File: config.mk
export PLATFORM = sky130hd
export DESIGN_NAME = asb_serial
export DESIGN_NICKNAME = d
export VERILOG_FILES = /design/src/shared/asb_pkg.sv /design/src/design/asb_serial.sv
export SDC_FILE = /design/constraint.sdc
export NUM_CORES = 1
export LEC_CHECK = 0
export CAP_MARGIN = 20
export CORE_UTILIZATION = 30
export DETAILED_ROUTE_END_ITERATION = 7
export DONT_BUFFER_PORTS = 1
export PLACE_DENSITY = 0.44
export SLEW_MARGIN = 20
export SYNTH_ARGS = -nofsm -noshare
export SYNTH_HDL_FRONTEND = slang
export SYNTH_SLANG_ARGS = --single-unit
File: constraint.sdc
create_clock -name CLK_SYS -period 3.57 [get_ports CLK_SYS]
set_clock_uncertainty 0.1 [all_clocks]
set_input_delay 0.357 -clock CLK_SYS [delete_from_list [all_inputs] [get_ports CLK_SYS]]
set_output_delay 0.357 -clock CLK_SYS [all_outputs]
set_load 0.02 [all_outputs]
File: src/shared/asb_pkg.sv
// Constants and carrier types for the asynchronous serial block
package asb_pkg;

  // ----------------------------------------------------------------
  // Register indices (byte address is four times the index)
  // ----------------------------------------------------------------
  localparam logic [9:0] IDX_LINE_STATUS = 10'h050;
  localparam logic [9:0] IDX_DATA_WINDOW = 10'h051;
  localparam logic [9:0] IDX_BAUD_DIVISORS = 10'h052;
  localparam logic [9:0] IDX_FRAME_CONTROL = 10'h053;
  localparam logic [9:0] IDX_LINE_CONTROL = 10'h054;
  localparam logic [9:0] IDX_FINE_RX_DIVIDER = 10'h055;
  localparam logic [9:0] IDX_FINE_TX_DIVIDER = 10'h057;

  // ----------------------------------------------------------------
  // Reset values
  // ----------------------------------------------------------------
  localparam logic [7:0] RST_LINE_STATUS = 8'hC0;
  localparam logic [7:0] RST_LINE_CONTROL = 8'h00;
  localparam logic [7:0] RST_FRAME_CONTROL = 8'h00;
  localparam logic [7:0] RST_BAUD_DIVISORS = 8'h00;
  localparam logic [7:0] RST_FINE_DIVIDER = 8'h00;

  // ----------------------------------------------------------------
  // Field positions
  // ----------------------------------------------------------------
  localparam int FC_RX_NINTH = 7;
  localparam int FC_TX_NINTH = 6;
  localparam int FC_WORD_LEN = 4;
  localparam int FC_WAKE = 3;
  localparam int BR_PRESCALER_LSB = 6;
  localparam int BR_TX_DIV_LSB = 3;
  localparam int BR_RX_DIV_LSB = 0;

  // ----------------------------------------------------------------
  // Timing
  // ----------------------------------------------------------------
  localparam int CONV_BIT_DIV = 32;
  localparam int FINE_BIT_DIV = 16;
  localparam int OVERSAMPLE = 16;
  localparam logic [3:0] SAMPLE_A = 4'h7;
  localparam logic [3:0] SAMPLE_B = 4'h8;
  localparam logic [3:0] SAMPLE_C = 4'h9;
  localparam logic [3:0] BITS_SHORT = 4'hA;
  localparam logic [3:0] BITS_LONG = 4'hB;
  localparam logic [4:0] PRESCALE_0 = 5'h01;
  localparam logic [4:0] PRESCALE_1 = 5'h03;
  localparam logic [4:0] PRESCALE_2 = 5'h04;
  localparam logic [4:0] PRESCALE_3 = 5'h0D;

  // ----------------------------------------------------------------
  // Carrier types
  // ----------------------------------------------------------------
  typedef struct packed {
    logic tx_empty_flag;
    logic tx_complete_flag;
    logic rx_ready_flag;
    logic idle_flag;
    logic overrun_flag;
    logic noise_flag;
    logic framing_flag;
    logic unused;
  } asb_status_s;

  typedef struct packed {
    logic tx_empty_irq_en;
    logic tx_complete_irq_en;
    logic rx_irq_en;
    logic idle_irq_en;
    logic transmitter_on;
    logic receiver_on;
    logic mute_select;
    logic send_break_ctl;
  } asb_line_ctl_s;

  typedef enum logic [1:0] {
    FRAME_DATA,
    FRAME_PREAMBLE,
    FRAME_BREAK
  } asb_frame_e;

endpackage
File: src/design/asb_serial.sv
// Asynchronous serial interface with Wishbone register access
`timescale 1ns/1ps

// How it works
// - Framing flag sets on bad stop bit or break; cleared by status then data read.
// - Framing flag alone raises no interrupt; with overrun only overrun is set.
// - Nine-bit mode stores received ninth bit in frame control.
// - Nine-bit mode sends frame control transmit ninth bit as data bit nine.
// - Word length 0 gives 1+8+1 bits, 1 gives 1+9+1 bits.
// - Wake field picks idle-line (0) or address-mark (1) wake-up.
// - Receive enable requests interrupt on overrun or receive ready.
// - Interrupt on tx empty, tx complete, idle when each enable is set.
// - Transmitter enable drives serial output pin; clear returns pin to port.
// - Transmitter enable low-high pulse sends preamble after current word.
// - Receiver enable starts start-bit hunt; clearing stops receiver.
// - Mute set and cleared by software, cleared by hardware on wake-up.
// - Break field sends break frames; clearing it sends one more break.
// - Data address writes transmit holding, reads receive holding register.
// - Prescaler field gives factor 1, 3, 4 or 13.
// - Transmit divisor field gives factor two to the field value.
// - Receive divisor field gives factor two to the field value.
// - Fine transmit divider nonzero replaces conventional transmit divisor.
// - Fine receive divider nonzero replaces conventional receive divisor.
// - Fine receive rate is clock over 16 times divider; off after reset.
// - Fine transmit rate is clock over 16 times divider.
// - Conventional rate is clock over 32, prescale and divide factors.
// - Address-mark wake on word with top bit 1, clears mute, sets ready.
// - Idle-line wake clears mute without setting idle flag.
module asb_serial #(
  parameter int ADR_W = 12
) (
  input wire logic CLK_SYS,
  input wire logic NRST,
  input wire logic WB_CYC_I,
  input wire logic WB_STB_I,
  input wire logic WB_WE_I,
  input wire logic [ADR_W-1:0] WB_ADR_I,
  input wire logic [3:0] WB_SEL_I,
  input wire logic [31:0] WB_DAT_I,
  output logic [31:0] WB_DAT_O,
  output logic WB_ACK_O,
  input wire logic RXD,
  output logic TXD,
  output logic TXD_EN,
  output logic IRQ
);

  // ----------------------------------------------------------------
  // Elaboration check
  // ----------------------------------------------------------------
  if (ADR_W < 12) begin : g_bad_adr
    $error("ADR_W must be at least 12");
  end

  // ----------------------------------------------------------------
  // Helpers
  // ----------------------------------------------------------------
  // Clock cycles per bit for either direction
  function automatic logic [16:0] bit_cycles(input logic [1:0] pre, input logic [2:0] ex,
                                             input logic [7:0] fine);
    logic [4:0] pr;
    pr = asb_pkg::PRESCALE_0;
    case (pre)
      2'h0: pr = asb_pkg::PRESCALE_0;
      2'h1: pr = asb_pkg::PRESCALE_1;
      2'h2: pr = asb_pkg::PRESCALE_2;
      default: pr = asb_pkg::PRESCALE_3;
    endcase
    if (fine != 8'h00) begin
      bit_cycles = 17'(asb_pkg::FINE_BIT_DIV) * {9'h000, fine};
    end else begin
      bit_cycles = (17'(asb_pkg::CONV_BIT_DIV) * {12'h000, pr}) << ex;
    end
  endfunction

  // ----------------------------------------------------------------
  // Registers
  // ----------------------------------------------------------------
  asb_pkg::asb_status_s status;
  asb_pkg::asb_line_ctl_s line_ctl;
  logic [7:0] frame_control;
  logic [7:0] baud_divisors;
  logic [7:0] fine_rx_divider_value;
  logic [7:0] fine_tx_divider_value;
  logic [7:0] tx_holding_reg;
  logic [7:0] rx_holding_reg;
  logic status_seen;

  logic word_len;
  logic wake_mark;
  assign word_len = frame_control[asb_pkg::FC_WORD_LEN];
  assign wake_mark = frame_control[asb_pkg::FC_WAKE];

  logic [3:0] frame_bits;
  assign frame_bits = word_len ? asb_pkg::BITS_LONG : asb_pkg::BITS_SHORT;

  // ----------------------------------------------------------------
  // Wishbone slave
  // ----------------------------------------------------------------
  logic bus_req;
  logic bus_wr;
  logic bus_rd;
  logic [9:0] idx;
  assign bus_req = WB_CYC_I & WB_STB_I & ~WB_ACK_O;
  assign bus_wr = bus_req & WB_WE_I & WB_SEL_I[0];
  assign bus_rd = bus_req & ~WB_WE_I;
  assign idx = WB_ADR_I[11:2];

  logic hit_status;
  logic hit_data;
  assign hit_status = (idx == asb_pkg::IDX_LINE_STATUS);
  assign hit_data = (idx == asb_pkg::IDX_DATA_WINDOW);

  always_ff @(posedge CLK_SYS) begin
    if (!NRST) begin
      WB_ACK_O <= 1'b0;
    end else begin
      WB_ACK_O <= bus_req;
    end
  end

  always_ff @(posedge CLK_SYS) begin
    if (!NRST) begin
      WB_DAT_O <= 32'h0000_0000;
    end else if (bus_rd) begin
      if (hit_status) begin
        WB_DAT_O <= {24'h000000, status};
      end else if (hit_data) begin
        WB_DAT_O <= {24'h000000, rx_holding_reg};
      end else if (idx == asb_pkg::IDX_BAUD_DIVISORS) begin
        WB_DAT_O <= {24'h000000, baud_divisors};
      end else if (idx == asb_pkg::IDX_FRAME_CONTROL) begin
        WB_DAT_O <= {24'h000000, frame_control[7:6], 1'b0, frame_control[4:3], 3'h0};
      end else if (idx == asb_pkg::IDX_LINE_CONTROL) begin
        WB_DAT_O <= {24'h000000, line_ctl};
      end else if (idx == asb_pkg::IDX_FINE_RX_DIVIDER) begin
        WB_DAT_O <= {24'h000000, fine_rx_divider_value};
      end else if (idx == asb_pkg::IDX_FINE_TX_DIVIDER) begin
        WB_DAT_O <= {24'h000000, fine_tx_divider_value};
      end else begin
        WB_DAT_O <= 32'h0000_0000;
      end
    end
  end

  // Status access arms the clearing sequence
  logic rd_clear;
  logic wr_clear;
  assign rd_clear = bus_rd & hit_data & status_seen;
  assign wr_clear = bus_wr & hit_data & status_seen;

  always_ff @(posedge CLK_SYS) begin
    if (!NRST) begin
      status_seen <= 1'b0;
    end else if (bus_req & hit_status) begin
      status_seen <= 1'b1;
    end else if (bus_req & hit_data) begin
      status_seen <= 1'b0;
    end
  end

  // ----------------------------------------------------------------
  // Control registers
  // ----------------------------------------------------------------
  logic hw_unmute;

  always_ff @(posedge CLK_SYS) begin
    if (!NRST) begin
      line_ctl <= asb_pkg::RST_LINE_CONTROL;
    end else begin
      if (bus_wr && idx == asb_pkg::IDX_LINE_CONTROL) begin
        line_ctl <= WB_DAT_I[7:0];
      end
      if (hw_unmute) begin
        line_ctl.mute_select <= 1'b0;
      end
    end
  end

  logic rx_ninth_set;
  logic rx_ninth_bit;

  always_ff @(posedge CLK_SYS) begin
    if (!NRST) begin
      frame_control <= asb_pkg::RST_FRAME_CONTROL;
      baud_divisors <= asb_pkg::RST_BAUD_DIVISORS;
      fine_rx_divider_value <= asb_pkg::RST_FINE_DIVIDER;
      fine_tx_divider_value <= asb_pkg::RST_FINE_DIVIDER;
    end else begin
      if (bus_wr && idx == asb_pkg::IDX_FRAME_CONTROL) begin
        frame_control[6:3] <= WB_DAT_I[6:3];
      end
      if (rx_ninth_set) begin
        frame_control[asb_pkg::FC_RX_NINTH] <= rx_ninth_bit;
      end
      if (bus_wr && idx == asb_pkg::IDX_BAUD_DIVISORS) begin
        baud_divisors <= WB_DAT_I[7:0];
      end
      if (bus_wr && idx == asb_pkg::IDX_FINE_RX_DIVIDER) begin
        fine_rx_divider_value <= WB_DAT_I[7:0];
      end
      if (bus_wr && idx == asb_pkg::IDX_FINE_TX_DIVIDER) begin
        fine_tx_divider_value <= WB_DAT_I[7:0];
      end
    end
  end

  always_ff @(posedge CLK_SYS) begin
    if (!NRST) begin
      tx_holding_reg <= 8'h00;
    end else if (bus_wr && hit_data) begin
      tx_holding_reg <= WB_DAT_I[7:0];
    end
  end

  // ----------------------------------------------------------------
  // Transmitter
  // ----------------------------------------------------------------
  typedef enum logic {TX_IDLE, TX_SHIFT} asb_tx_e;
  asb_tx_e tx_state;
  logic [16:0] tx_cnt;
  logic [3:0] tx_bit;
  logic [10:0] tx_shift;
  logic te_prev;
  logic sbk_prev;
  logic preamble_pending;
  logic break_pending;
  logic tx_load;
  logic tx_done;
  logic [16:0] tx_period;

  assign tx_period = bit_cycles(baud_divisors[7:6], baud_divisors[5:3], fine_tx_divider_value);
  assign tx_load = (tx_state == TX_IDLE) & line_ctl.transmitter_on &
                   (line_ctl.send_break_ctl | break_pending | preamble_pending |
                    ~status.tx_empty_flag);
  assign tx_done = (tx_state == TX_SHIFT) & (tx_cnt == tx_period - 17'h1) &
                   (tx_bit == frame_bits - 4'h1);

  always_ff @(posedge CLK_SYS) begin
    if (!NRST) begin
      te_prev <= 1'b0;
      sbk_prev <= 1'b0;
      preamble_pending <= 1'b0;
      break_pending <= 1'b0;
    end else begin
      te_prev <= line_ctl.transmitter_on;
      sbk_prev <= line_ctl.send_break_ctl;
      if (line_ctl.transmitter_on & ~te_prev) begin
        preamble_pending <= 1'b1;
      end else if (tx_load & ~line_ctl.send_break_ctl & ~break_pending) begin
        preamble_pending <= 1'b0;
      end
      if (sbk_prev & ~line_ctl.send_break_ctl) begin
        break_pending <= 1'b1;
      end else if (tx_load) begin
        break_pending <= 1'b0;
      end
    end
  end

  always_ff @(posedge CLK_SYS) begin
    if (!NRST) begin
      tx_state <= TX_IDLE;
      tx_cnt <= 17'h00000;
      tx_bit <= 4'h0;
      tx_shift <= 11'h7FF;
    end else begin
      case (tx_state)
        TX_IDLE: begin
          tx_cnt <= 17'h00000;
          tx_bit <= 4'h0;
          if (tx_load) begin
            tx_state <= TX_SHIFT;
            if (line_ctl.send_break_ctl | break_pending) begin
              tx_shift <= 11'h000;
            end else if (preamble_pending) begin
              tx_shift <= 11'h7FF;
            end else begin
              tx_shift <= {1'b1, word_len ? frame_control[asb_pkg::FC_TX_NINTH] : 1'b1,
                           tx_holding_reg, 1'b0};
            end
          end
        end
        default: begin
          if (tx_cnt == tx_period - 17'h1) begin
            tx_cnt <= 17'h00000;
            tx_shift <= {1'b1, tx_shift[10:1]};
            if (tx_bit == frame_bits - 4'h1) begin
              tx_state <= TX_IDLE;
            end else begin
              tx_bit <= tx_bit + 4'h1;
            end
          end else begin
            tx_cnt <= tx_cnt + 17'h1;
          end
        end
      endcase
    end
  end

  always_ff @(posedge CLK_SYS) begin
    if (!NRST) begin
      TXD <= 1'b1;
      TXD_EN <= 1'b0;
    end else begin
      TXD <= (tx_state == TX_SHIFT) ? tx_shift[0] : 1'b1;
      TXD_EN <= line_ctl.transmitter_on;
    end
  end

  logic tx_data_load;
  assign tx_data_load = tx_load & ~line_ctl.send_break_ctl & ~break_pending &
                        ~preamble_pending;

  // ----------------------------------------------------------------
  // Receiver
  // ----------------------------------------------------------------
  typedef enum logic {RX_HUNT, RX_BITS} asb_rx_e;
  asb_rx_e rx_state;
  logic [16:0] rx_div;
  logic [16:0] rx_period;
  logic rx_tick;
  logic [3:0] rx_samp;
  logic [3:0] rx_bit;
  logic [1:0] rx_votes;
  logic [10:0] rx_shift;
  logic rx_noise;
  logic [7:0] idle_cnt;
  logic idle_armed;
  logic maj;
  logic vote_noise;
  logic [10:0] word;
  logic word_end;
  logic word_take;
  logic ovr_set;
  logic idle_seen;

  assign rx_period = bit_cycles(baud_divisors[7:6], baud_divisors[2:0], fine_rx_divider_value)
                     >> 4;
  assign rx_tick = line_ctl.receiver_on & (rx_div == rx_period - 17'h1);
  assign maj = (rx_votes[0] & rx_votes[1]) | (rx_votes[0] & RXD) | (rx_votes[1] & RXD);
  assign vote_noise = ~((rx_votes[0] == rx_votes[1]) & (rx_votes[1] == RXD));
  assign word = {maj, rx_shift[10:1]};
  assign word_end = rx_tick & (rx_state == RX_BITS) & (rx_samp == asb_pkg::SAMPLE_C) &
                    (rx_bit == frame_bits - 4'h1);
  // Muted words dropped unless address mark wakes the receiver
  assign word_take = word_end & (~line_ctl.mute_select | (wake_mark & word[9]));
  assign ovr_set = word_take & status.rx_ready_flag;
  assign idle_seen = rx_tick & (rx_state == RX_HUNT) & RXD &
                     (idle_cnt == {frame_bits, 4'h0} - 8'h01);
  assign hw_unmute = line_ctl.mute_select &
                     ((word_take & wake_mark) | (idle_seen & ~wake_mark));
  assign rx_ninth_set = word_take & ~ovr_set & word_len;
  assign rx_ninth_bit = word[9];

  always_ff @(posedge CLK_SYS) begin
    if (!NRST) begin
      rx_div <= 17'h00000;
    end else if (!line_ctl.receiver_on || rx_tick) begin
      rx_div <= 17'h00000;
    end else begin
      rx_div <= rx_div + 17'h1;
    end
  end

  always_ff @(posedge CLK_SYS) begin
    if (!NRST) begin
      rx_state <= RX_HUNT;
      rx_samp <= 4'h0;
      rx_bit <= 4'h0;
      rx_votes <= 2'h0;
      rx_shift <= 11'h000;
      rx_noise <= 1'b0;
    end else if (!line_ctl.receiver_on) begin
      rx_state <= RX_HUNT;
    end else if (rx_tick) begin
      case (rx_state)
        RX_HUNT: begin
          rx_samp <= 4'h1;
          rx_bit <= 4'h0;
          rx_noise <= 1'b0;
          if (!RXD) begin
            rx_state <= RX_BITS;
          end
        end
        default: begin
          rx_samp <= rx_samp + 4'h1;
          if (rx_samp == asb_pkg::SAMPLE_A) begin
            rx_votes[0] <= RXD;
          end
          if (rx_samp == asb_pkg::SAMPLE_B) begin
            rx_votes[1] <= RXD;
          end
          if (rx_samp == asb_pkg::SAMPLE_C) begin
            rx_shift <= word;
            rx_noise <= rx_noise | vote_noise;
            if ((rx_bit == 4'h0 && maj) || rx_bit == frame_bits - 4'h1) begin
              rx_state <= RX_HUNT;
            end
          end
          if (rx_samp == 4'hF) begin
            rx_bit <= rx_bit + 4'h1;
          end
        end
      endcase
    end
  end

  always_ff @(posedge CLK_SYS) begin
    if (!NRST) begin
      idle_cnt <= 8'h00;
    end else if (!line_ctl.receiver_on || rx_state != RX_HUNT || !RXD) begin
      idle_cnt <= 8'h00;
    end else if (rx_tick && idle_cnt != {frame_bits, 4'h0}) begin
      idle_cnt <= idle_cnt + 8'h01;
    end
  end

  always_ff @(posedge CLK_SYS) begin
    if (!NRST) begin
      rx_holding_reg <= 8'h00;
    end else if (word_take && !ovr_set) begin
      rx_holding_reg <= word_len ? word[8:1] : word[9:2];
    end
  end

  // ----------------------------------------------------------------
  // Status flags: a setting event wins over the clearing access
  // ----------------------------------------------------------------
  logic rdy_set;
  logic fe_set;
  logic nf_set;
  logic idle_set;
  assign rdy_set = word_take & ~ovr_set;
  assign fe_set = rdy_set & ~maj;
  assign nf_set = rdy_set & (rx_noise | vote_noise);
  assign idle_set = idle_seen & idle_armed & ~line_ctl.mute_select;

  always_ff @(posedge CLK_SYS) begin
    if (!NRST) begin
      idle_armed <= 1'b0;
    end else if (rdy_set) begin
      idle_armed <= 1'b1;
    end else if (idle_set) begin
      idle_armed <= 1'b0;
    end
  end

  always_ff @(posedge CLK_SYS) begin
    if (!NRST) begin
      status <= asb_pkg::RST_LINE_STATUS;
    end else begin
      status.tx_empty_flag <= tx_data_load | (status.tx_empty_flag & ~wr_clear);
      status.tx_complete_flag <= tx_done | (status.tx_complete_flag & ~wr_clear);
      status.rx_ready_flag <= rdy_set | (status.rx_ready_flag & ~rd_clear);
      status.idle_flag <= idle_set | (status.idle_flag & ~rd_clear);
      status.overrun_flag <= ovr_set | (status.overrun_flag & ~rd_clear);
      status.noise_flag <= nf_set | (status.noise_flag & ~rd_clear);
      status.framing_flag <= fe_set | (status.framing_flag & ~rd_clear);
      status.unused <= 1'b0;
    end
  end

  // ----------------------------------------------------------------
  // Interrupt request
  // ----------------------------------------------------------------
  always_ff @(posedge CLK_SYS) begin
    if (!NRST) begin
      IRQ <= 1'b0;
    end else begin
      IRQ <= (line_ctl.tx_empty_irq_en & status.tx_empty_flag) |
             (line_ctl.tx_complete_irq_en & status.tx_complete_flag) |
             (line_ctl.rx_irq_en & (status.overrun_flag | status.rx_ready_flag)) |
             (line_ctl.idle_irq_en & status.idle_flag);
    end
  end

endmodule

# == After elaboration in Yosys (flattened, before gate mapping) ==
# Cells that the tools add are included.
# word_totals
register_bits,183
word_cells,251
input_bits,54
output_inout_bits,36
# op_classes
shifts,2
n_reduce_logical,39
n_bitwise,91
add_sub_neg,10
n_mux,39
n_eq_ne,24
# ops
cell,count
"10-bit by 7-bit equality test with 1-bit output, second input constant",7
8-bit two-way mux,8
1-bit bitwise AND,54
11-bit two-way mux,4
"17-bit by 1-bit adder with 17-bit output, second input constant",2
17-bit equality test,2
17-bit two-way mux,2
10-bit by 3-bit left shift with 17-bit output,2
1-bit two-way mux,20
1-bit bitwise OR,19
1-bit inverter,18
"17-bit by 1-bit subtractor with 17-bit output, second input constant",1
8-bit nonzero test,2
"13-bit by 1-bit subtractor with 14-bit output, second input constant",1
"4-bit by 1-bit adder with 4-bit output, second input constant",3
"4-bit equality test, second input constant",3
4-bit two-way mux,3
4-bit one-hot mux with 3 select lines,1
4-bit AND reduction,3
10-bit two-way mux,1
2-bit AND reduction,5
2-bit nonzero test,5
1-bit logical AND,9
"8-bit by 1-bit adder with 8-bit output, second input constant",1
other kinds (17),29

# == Logic depth before layout (Yosys ltp) ==
# Gate-level depths: netlist (run 1).
# depth
ltp_word,16
ltp_mapped,17
depth_no_buf,13

# == Worst setup path after synthesis (run 1) ==
# No wires, ideal clock.
# synth_timing
kind,flip-flop to flip-flop
start,register baud_divisors[7]
end,register tx_shift[1]
period_less_slack_ns,3.610
t_arrival_ns,3.380
n_path_buf,3
required_ns,3.340
path_stages_with_launch,17
slack_ns,-0.040
setup_ns,0.130
path_cell_list,dfxtp_1 -> buf_2 -> buf_2 -> buf_4 -> and2b_1 -> nor4_1 -> a21oi_1 -> ha_1 -> inv_1 -> nor3_1 -> o21ai_2 -> or4_1 -> o311a_2 -> a221oi_2 -> nand4_4 -> a221oi_1 -> o21ai_1
# synth_between
elab_chain_len,8
word_cells_on_any_way,10
cone_classes,add/sub: 1; eq/ne: 4; shift: 1; mux: 2; reduce/logical: 2
# synth_lines
element,line_no,source
"start, declared",asb_serial.sv:82,logic [7:0] baud_divisors;
"start signal, assigned",asb_serial.sv:186,baud_divisors <= asb_pkg::RST_BAUD_DIVISORS;
"start signal, assigned",asb_serial.sv:197,baud_divisors <= WB_DAT_I[7:0];
2-bit equality test (tied with other cells),asb_serial.sv:63,case (pre)
4-bit one-hot mux with 3 select lines (*),asb_serial.sv:63,
10-bit by 3-bit left shift with 17-bit output (*),asb_serial.sv:72,"bit_cycles = (17'(asb_pkg::CONV_BIT_DIV) * {12'h000, pr}) << ex;"
17-bit two-way mux (*),asb_serial.sv:69,if (fine != 8'h00) begin
17-bit by 1-bit subtractor with 17-bit output (*),asb_serial.sv:285,if (tx_cnt == tx_period - 17'h1) begin
17-bit equality test (*),asb_serial.sv:285,
2-bit by 1-bit inequality test with 1-bit output (no source line) (*),-,
2-bit AND reduction (no source line) (*),-,
"end signal, assigned",asb_serial.sv:279,"tx_shift <= {1'b1, word_len ? frame_control[asb_pkg::FC_TX_NINTH] : 1'b1,"
"end signal, assigned",asb_serial.sv:287,"tx_shift <= {1'b1, tx_shift[10:1]};"
"end, declared",asb_serial.sv:223,logic [10:0] tx_shift;
# Mark *: on every way between the ends. The rest lies on a longest branch, timed or not.
# A chain may end at the register's enable or synchronous reset.

# == Worst setup path in the final report (run 1) ==
# layout_timing
start,register fine_tx_divider_value[5]
end,register tx_shift[4]
# layout_between
elab_chain_len,6
# layout_lines
element,line_no,source
"start, declared",asb_serial.sv:84,logic [7:0] fine_tx_divider_value;
"start signal, assigned",asb_serial.sv:188,fine_tx_divider_value <= asb_pkg::RST_FINE_DIVIDER;
"start signal, assigned",asb_serial.sv:203,fine_tx_divider_value <= WB_DAT_I[7:0];
8-bit nonzero test,asb_serial.sv:69,
17-bit two-way mux (*),asb_serial.sv:69,
17-bit by 1-bit subtractor with 17-bit output (*),asb_serial.sv:285,
17-bit equality test (*),asb_serial.sv:285,
2-bit by 1-bit inequality test with 1-bit output (no source line) (*),-,
2-bit AND reduction (no source line) (*),-,
# Marked as above.

==> qor.yml, run 1 <==
fmaxAchievable_mhz: 292.6
p_per_area_mw_per_mm2: 335.3
cts.clk_slew.worst_paths_ps: 70
finalCritPeriodShare_pct: 95.74
worstPathCellList: "or3_4, nor3_2, a21oi_1, ha_2, xor2_1, nand3_1, a21o_1, nor4_1, buf_4, and4_2, buf_4, nand4_4, a221oi_2, o21ai_1"
wl_per_cell_um: 17.70
worstHoldStart: "WB_DAT_I[6]"
cts_tree: "yes"
vias_per_cell: 5.268
tritoncts.num_buffers: 17
status: "completed"
drc_errors: 0
synthCells: 1139
dp_hpwl_mm: 19.21
nFillCells: 3291
pwr-share-clk_pct: 49.9
critPathRequiredTime_ps: 3780
final-hold-violation-count: 0
async_reset_ff_share_pct: 0
num_rows: 64
synth_warnings: 0
p_sw_share_pct: 24.51
setup_tns_ps: 0
initial_core_util_pct: 30.80
reg.largest.list: "rx_div x17, tx_cnt x17, tx_shift x11"
wl_met2_mm: 12.79
gr-usage-all-layers_pct: 16.95
synth-xor-area-share_pct: 5.047
ys_ff_latch: 155
port-buffer-count: 0
ctsRootBufferMaster: "clkbuf_16"
most-common-layout-cells: "dfxtp_1, nor2_1, nand2_1"
grt_max_degree: 43
irDropWorstVdd_mv: 0.3299
antennaDiodeCount: 0
critical_path.max_stage_delay_ps: 400
endpoint_kind: "flop"
met3_length_um: 809
min_path_type: "primary input to flop"
gp_congestion: 0.7822
instances_no_fill: 1571
whs_ps: 8.670
synth_compound_area_share_pct: 18.64
maxCapViolCount: 0
placedCellCount: 1520
dr.max_layer_used: "met5"
crit_path_start_kind: "flop"
antenna_found_initial: 2
p_int_mw: 2.774
crit_top_cell: "buf_4"
period_needed_ps: 3418
die_h_um: 180.1
synth-seq-area-share_pct: 32.60
dieArea_mm2: 0.03245
fp.coreArea_mm2: 0.03091
multi_input_area_mm2: 0.005957
postRouteAntennaNets: 0
layout-drive-gt1-share_pct: 15.57
yosys.area_share.simple_pct: 24.82
r2r-start: "fine_tx_divider_value[5]"
crit_slowest_cell: "or3_4"
syn-cell-area_mm2: 0.009519
wl_mm: 27.80
synth_edf_count: 0
clk_latency_ps: 430
drt_iter0_drc: 460
grt_pass1_wl_mm: 43.85
pin_count: 90
vias: 8276
area_growth_syn_to_layout_pct: 15.13
rsz0062_at_grt: "yes"
final_common_cell: "dfxtp_1"
synthFlopType: "dfxtp_1"
syn_area_per_cell_um2: 8.357
yosysUniqueCellTypes: 97
ff_latch_area_mm2: 0.003105
synth_fa_ha_area_share_pct: 2.156
grt.overflow.total: 0
synth_top_family_by_area: "simple AND/OR/NAND/NOR gates"
comb_power_share_pct: 2.7
crit_fanout: 5
crit_type: "flop to flop"
htreeDepth: 4
tightest_slew_ps: 959.4
clock_sinks: 155
muxShareOfSynthArea_pct: 9.109
grt_pass1_vias: 7766
maxSlewHeadroom_pct: 36.04
slew_viol_final: 0
clockBufferDepth: 2
leakage_nw: 3.905
wl_met1_mm: 13.89
drtPass1Iterations: 4
critPathLaunch: "fine_tx_divider_value[5]"
nets: 1230
arrival_ps: 3630
setup_viol: 0
p_sw_uw: 900.6
p_seq_share_pct: 47.4
dieWidth_um: 180.1
==> path summary, 6_finish.rpt <==
check,cells past startpoint,end,slack [ps]
hold reg to reg,1,tx_cnt[0],350
setup reg to reg,14,tx_shift[4],150
hold / removal,2,baud_divisors[6],9
setup / recovery,14,tx_shift[4],150
==> layout make-up <==
cell class | count | share of cell area [%]
Inverter | 24 | 0.8220
Sequential cell | 155 | 28.34
Multi-Input combinational cell | 885 | 54.36
Tap cell | 396 | 4.521
Clock buffer | 19 | 4.133
Clock inverter | 13 | 1.222
Timing Repair Buffer | 79 | 6.610
==> cell usage after synthesis (all sizes together), types with 4 or more instances <==
| master | number | area, um2 |
|---|---|---|
| o21ai | 47 | 239.0 |
| buf | 54 | 370.4 |
| o21a | 5 | 37.54 |
| o211ai | 6 | 45.04 |
| inv | 24 | 90.09 |
| nor2 | 128 | 480.5 |
| ha | 14 | 175.2 |
| and2 | 5 | 31.28 |
| nor3 | 31 | 176.4 |
| nand4 | 23 | 165.2 |
| nand3b | 8 | 60.06 |
| nand3 | 55 | 280.3 |
| o31ai | 6 | 50.05 |
| a31o | 4 | 35.03 |
| a22oi | 10 | 88.83 |
| and3 | 17 | 106.4 |
| a221oi | 14 | 128.9 |
| a31oi | 13 | 81.33 |
| nor4 | 14 | 160.1 |
| and4 | 7 | 65.06 |
| nand4b | 7 | 61.31 |
| or3 | 10 | 68.82 |
| nand2 | 97 | 364.1 |
| a21o | 8 | 61.31 |
| xor2 | 29 | 261.5 |
| a211oi | 23 | 177.7 |
| dfxtp | 155 | 3103 |
| or2 | 9 | 56.30 |
| xnor2 | 25 | 219.0 |
| nor2b | 12 | 75.07 |
| and3b | 4 | 35.03 |
| nor3b | 4 | 30.03 |
| nand2b | 12 | 75.07 |
| mux2 | 18 | 202.7 |
| mux2i | 66 | 664.4 |
| a21oi | 56 | 284.0 |
| o221ai | 8 | 70.07 |
| o2111ai | 6 | 52.55 |
| a211o | 4 | 35.03 |
| clkbuf | 45 | 262.8 |
| o22ai | 9 | 56.30 |
==> per-layer routing <==
| layer | vias up | track usage (%) |
|---|---|---|
| met4 | 2 | 3.829 |
| li1 | 4153 | - |
| met5 | - | 0 |
| met1 | 3990 | 23.60 |
| met3 | 20 | 2.951 |
| met2 | 111 | 27.18 |
==> what timing repair did <==
item                                   in CTS  in global routing
hold buffers                               12                  0
resized for setup                           1                 30
setup endpoints to repair                   2                 69
gates cloned                                0                  2
buffers inserted                            0                  5
endpoints found under the hold margin      71                  0
pin swaps                                   0                 10
==> power by group through the flow <==
stage / registers [mW] / clock network (mW) / logic (mW)
global route: 1.74 / 1.97 / 0.107
detailed placement: 1.78 / 0 / 0.0671
CTS: 1.74 / 1.88 / 0.100
finish: 1.74 / 1.83 / 0.0998
floorplan: 1.78 / 0 / 0.0857
global placement: 1.78 / 0 / 0.0667
==> worst max-delay path: cells and delay by family, from the launching register on <==
family	cells	cell delay, ps
AND/OR/NAND/NOR	6	1390
AO/OA/AOI/OAI	4	660
adder cells (fa/ha/maj)	1	340
flip-flops	1	330
buffers and inverters	2	330
XOR/XNOR	1	150
==> per-stage QoR <==
| stage | utilization [%] | setup WS, ps | cell area [um2] | power (mW) |
|---|---|---|---|---|
| 6_report | 35.46 | 152.0 | 10960 | 3.675 |
| 5_1_grt | 35.46 | -6.217 | 10960 | 3.821 |
| 4_1_cts | 34.63 | 2.455 | 10700 | 3.722 |
| 3_5_place_dp | 32.30 | -5.183 | 9983 | 1.848 |
| 3_3_place_gp | 32.30 | 6.839 | 9983 | 1.847 |
| 2_1_floorplan | - | -5.841 | 9608 | 1.865 |
==> cells by family (layout without fill, tap and decap cells) <==
family / after synthesis / after routing
AND/OR/NAND/NOR: 451 / 452
AO/OA/AOI/OAI: 254 / 254
flip-flops: 155 / 155
buffers and inverters: 123 / 135
multiplexers: 84 / 84
XOR/XNOR: 54 / 54
adder cells (fa/ha/maj): 17 / 17
other: 1 / 24
Power figures use the tool's default switching activity.
==> inputs of run 2 (changes only) <==
--- a/config.mk
+++ b/config.mk
@@ -6,6 +6,7 @@
 export NUM_CORES = 1
 export LEC_CHECK = 0
 export CAP_MARGIN = 20
+export CORE_ASPECT_RATIO = 1.2
 export CORE_UTILIZATION = 30
 export DETAILED_ROUTE_END_ITERATION = 7
 export DONT_BUFFER_PORTS = 1
==> run 2 against run 1 <==
Wire length up 1.1%. First-iteration DRC count up 2.8%. Critical endpoint is now tx_shift[2]. Total power up 2.6%. Flip-flop and latch count unchanged. Maximum frequency down 0.37%. Largest cell class unchanged. Sequential share of layout area down 0.19 points. Worst setup slack worse by 13 ps. Hold slack better by 14 ps. Non-clock buffer count up 11.
==> qor.yml, run 2 (synthesis results as in run 1) <==
status: "completed"
grt.overflow.total: 0  # unchanged
leakage_nw: 3.925  # +0.52%
setup_viol: 0  # unchanged
comb_power_share_pct: 2.6  # about the same
tightest_slew_ps: 961.2  # +1.793 ps
period_needed_ps: 3431  # +12.69 ps
pin_count: 90  # unchanged
post-route-util_pct: 35.26  # -0.20 points
num_rows: 71  # +11%
fp.coreArea_mm2: 0.03127  # +1.2%
critPathRequiredTime_ps: 3760  # -20 ps
grt_max_degree: 43  # unchanged
cts.clk_slew.worst_paths_ps: 70  # about the same
p_seq_share_pct: 46.2  # -1.2 points
clock_sinks: 155  # unchanged
gr-usage-all-layers_pct: 17.44  # +0.49 points
slew_viol_final: 0  # unchanged
initial_core_util_pct: 30.44  # -0.35 points
crit_path_start_kind: "flop"
finalCritPeriodShare_pct: 96.10  # +0.36 points
critical_path.max_stage_delay_ps: 490  # +90 ps
r2r-start: "fine_tx_divider_value[2]"
worstHoldStart: "WB_DAT_I[0]"
crit_type: "flop to flop"
antenna_found_initial: 1  # -1
port-buffer-count: 0  # unchanged
arrival_ps: 3620  # about the same
p_per_area_mw_per_mm2: 342.0  # +2.0%
gp_congestion: 0.8419  # +7.6%
die_h_um: 197.1  # +9.4%
final_common_cell: "dfxtp_1"
most-common-layout-cells: "dfxtp_1, nor2_1, nand2_1"
dr.max_layer_used: "met4"
drc_errors: 0  # unchanged
min_path_type: "primary input to flop"
p_sw_uw: 863.7  # -4.1%
wl_per_cell_um: 17.72  # +0.12%
p_int_mw: 2.906  # +4.8%
placedCellCount: 1526  # +0.39%
vias: 8375  # +1.2%
dp_hpwl_mm: 19.45  # +1.3%
final-hold-violation-count: 0  # unchanged
vias_per_cell: 5.277  # +0.18%
dieArea_mm2: 0.03245  # about the same
crit_slowest_cell: "or4b_4"
irDropWorstVdd_mv: 0.3423  # +3.7%
layout-drive-gt1-share_pct: 14.68  # -0.89 points
critPathLaunch: "fine_tx_divider_value[2]"
wl_mm: 28.12  # +1.1%
wl_met2_mm: 14.24  # +11%
pwr-share-clk_pct: 51.2  # +1.3 points
maxSlewHeadroom_pct: 35.92  # -0.12 points
clockBufferDepth: 2  # unchanged
crit_fanout: 6  # +1
cts_tree: "yes"
worstPathCellList: "or3_1, buf_4, nor4_4, xor2_2, or4b_4, o311a_4, a221oi_4, nand4_4, a221oi_1, o21ai_1"
area_growth_syn_to_layout_pct: 15.81
wl_met1_mm: 12.62  # -9.2%
reg.largest.list: "rx_div x17, tx_cnt x17, tx_shift x11"
design_area_mm2: 0.01102  # +0.59%
grt_pass1_vias: 7887  # +1.6%
placed_area_mm2: 0.009955  # -0.29%
clk_latency_ps: 430  # about the same
met3_length_um: 799  # -1.2%
drtPass1Iterations: 5  # +1
postRouteAntennaNets: 0  # unchanged
instances_no_fill: 1587  # +1.0%
htreeDepth: 4  # unchanged
fmaxAchievable_mhz: 291.5  # -0.37%
nets: 1241  # +0.89%
drt_iter0_drc: 473  # +2.8%
dieWidth_um: 164.6  # -8.6%
maxCapViolCount: 0  # unchanged
p_sw_share_pct: 22.91  # -1.6 points
grt_pass1_wl_mm: 43.97  # +0.27%
endpoint_kind: "flop"
ctsRootBufferMaster: "clkbuf_16"
tritoncts.num_buffers: 17  # unchanged
-- run 2: cell type report --
class / count / area, um2
fillers: 3334 / 20250
multi-input cells: 885 / 5948
flip-flops and latches: 155 / 3103
repair buffers: 90 / 764.5
well taps: 401 / 501.7
clock buffers: 20 / 456.7
clock inverters: 11 / 157.7
inverters: 24 / 90.09
diodes: 1 / 2.502
-- run 2: what timing repair did --
item,in CTS,in global routing
setup buffers,0,2
hold buffers,26,0
hold endpoints to repair,66,0
cloned,0,1
gates resized for setup,1,30
setup endpoints to repair,7,80
pin swaps,0,9
-- run 2: layer usage --
metal | GRT usage, % | vias up
met5 | 0 | -
met4 | 4.791 | 0
met3 | 2.750 | 28
met1 | 21.76 | 4037
li1 | - | 4177
met2 | 30.66 | 133
-- run 2: worst paths after layout --
kind | slack, ps | cells past startpoint | end
hold reg to reg | 350 | 1 | tx_cnt[0]
setup / recovery | 140 | 10 | tx_shift[2]
hold / removal | 20 | 2 | baud_divisors[0]
setup reg to reg | 140 | 10 | tx_shift[2]
-- run 2: worst max-delay path, delay by kind of cell, from the launching register on --
family / cells / cell delay (ps)
simple gates: 4 / 1430
flops: 1 / 310
compound gates: 4 / 1020
xor+xnor: 1 / 240
buf+inv: 1 / 200
-- run 2: power groups by stage --
stage,clock (mW),combinational [mW],sequential [mW]
finish,1.93,0.0985,1.74
detailed placement,0,0.0657,1.78
global placement,0,0.0653,1.78
CTS,1.98,0.0987,1.74
global route,2.05,0.106,1.74
floorplan,0,0.0857,1.78
-- run 2: through the flow --
step           TNS, ps  hold slack [ps]  total power, mW  setup WS, ps
2_1_floorplan   -52.57            313.0            1.865        -5.841
5_1_grt         -83.51            2.685            3.901        -30.41
3_5_place_dp    -84.45            339.6            1.846        -52.86
3_3_place_gp    -63.62            330.3            1.846        -60.71
4_1_cts              0            2.251            3.815        0.8553
6_report             0            22.36            3.770         139.3
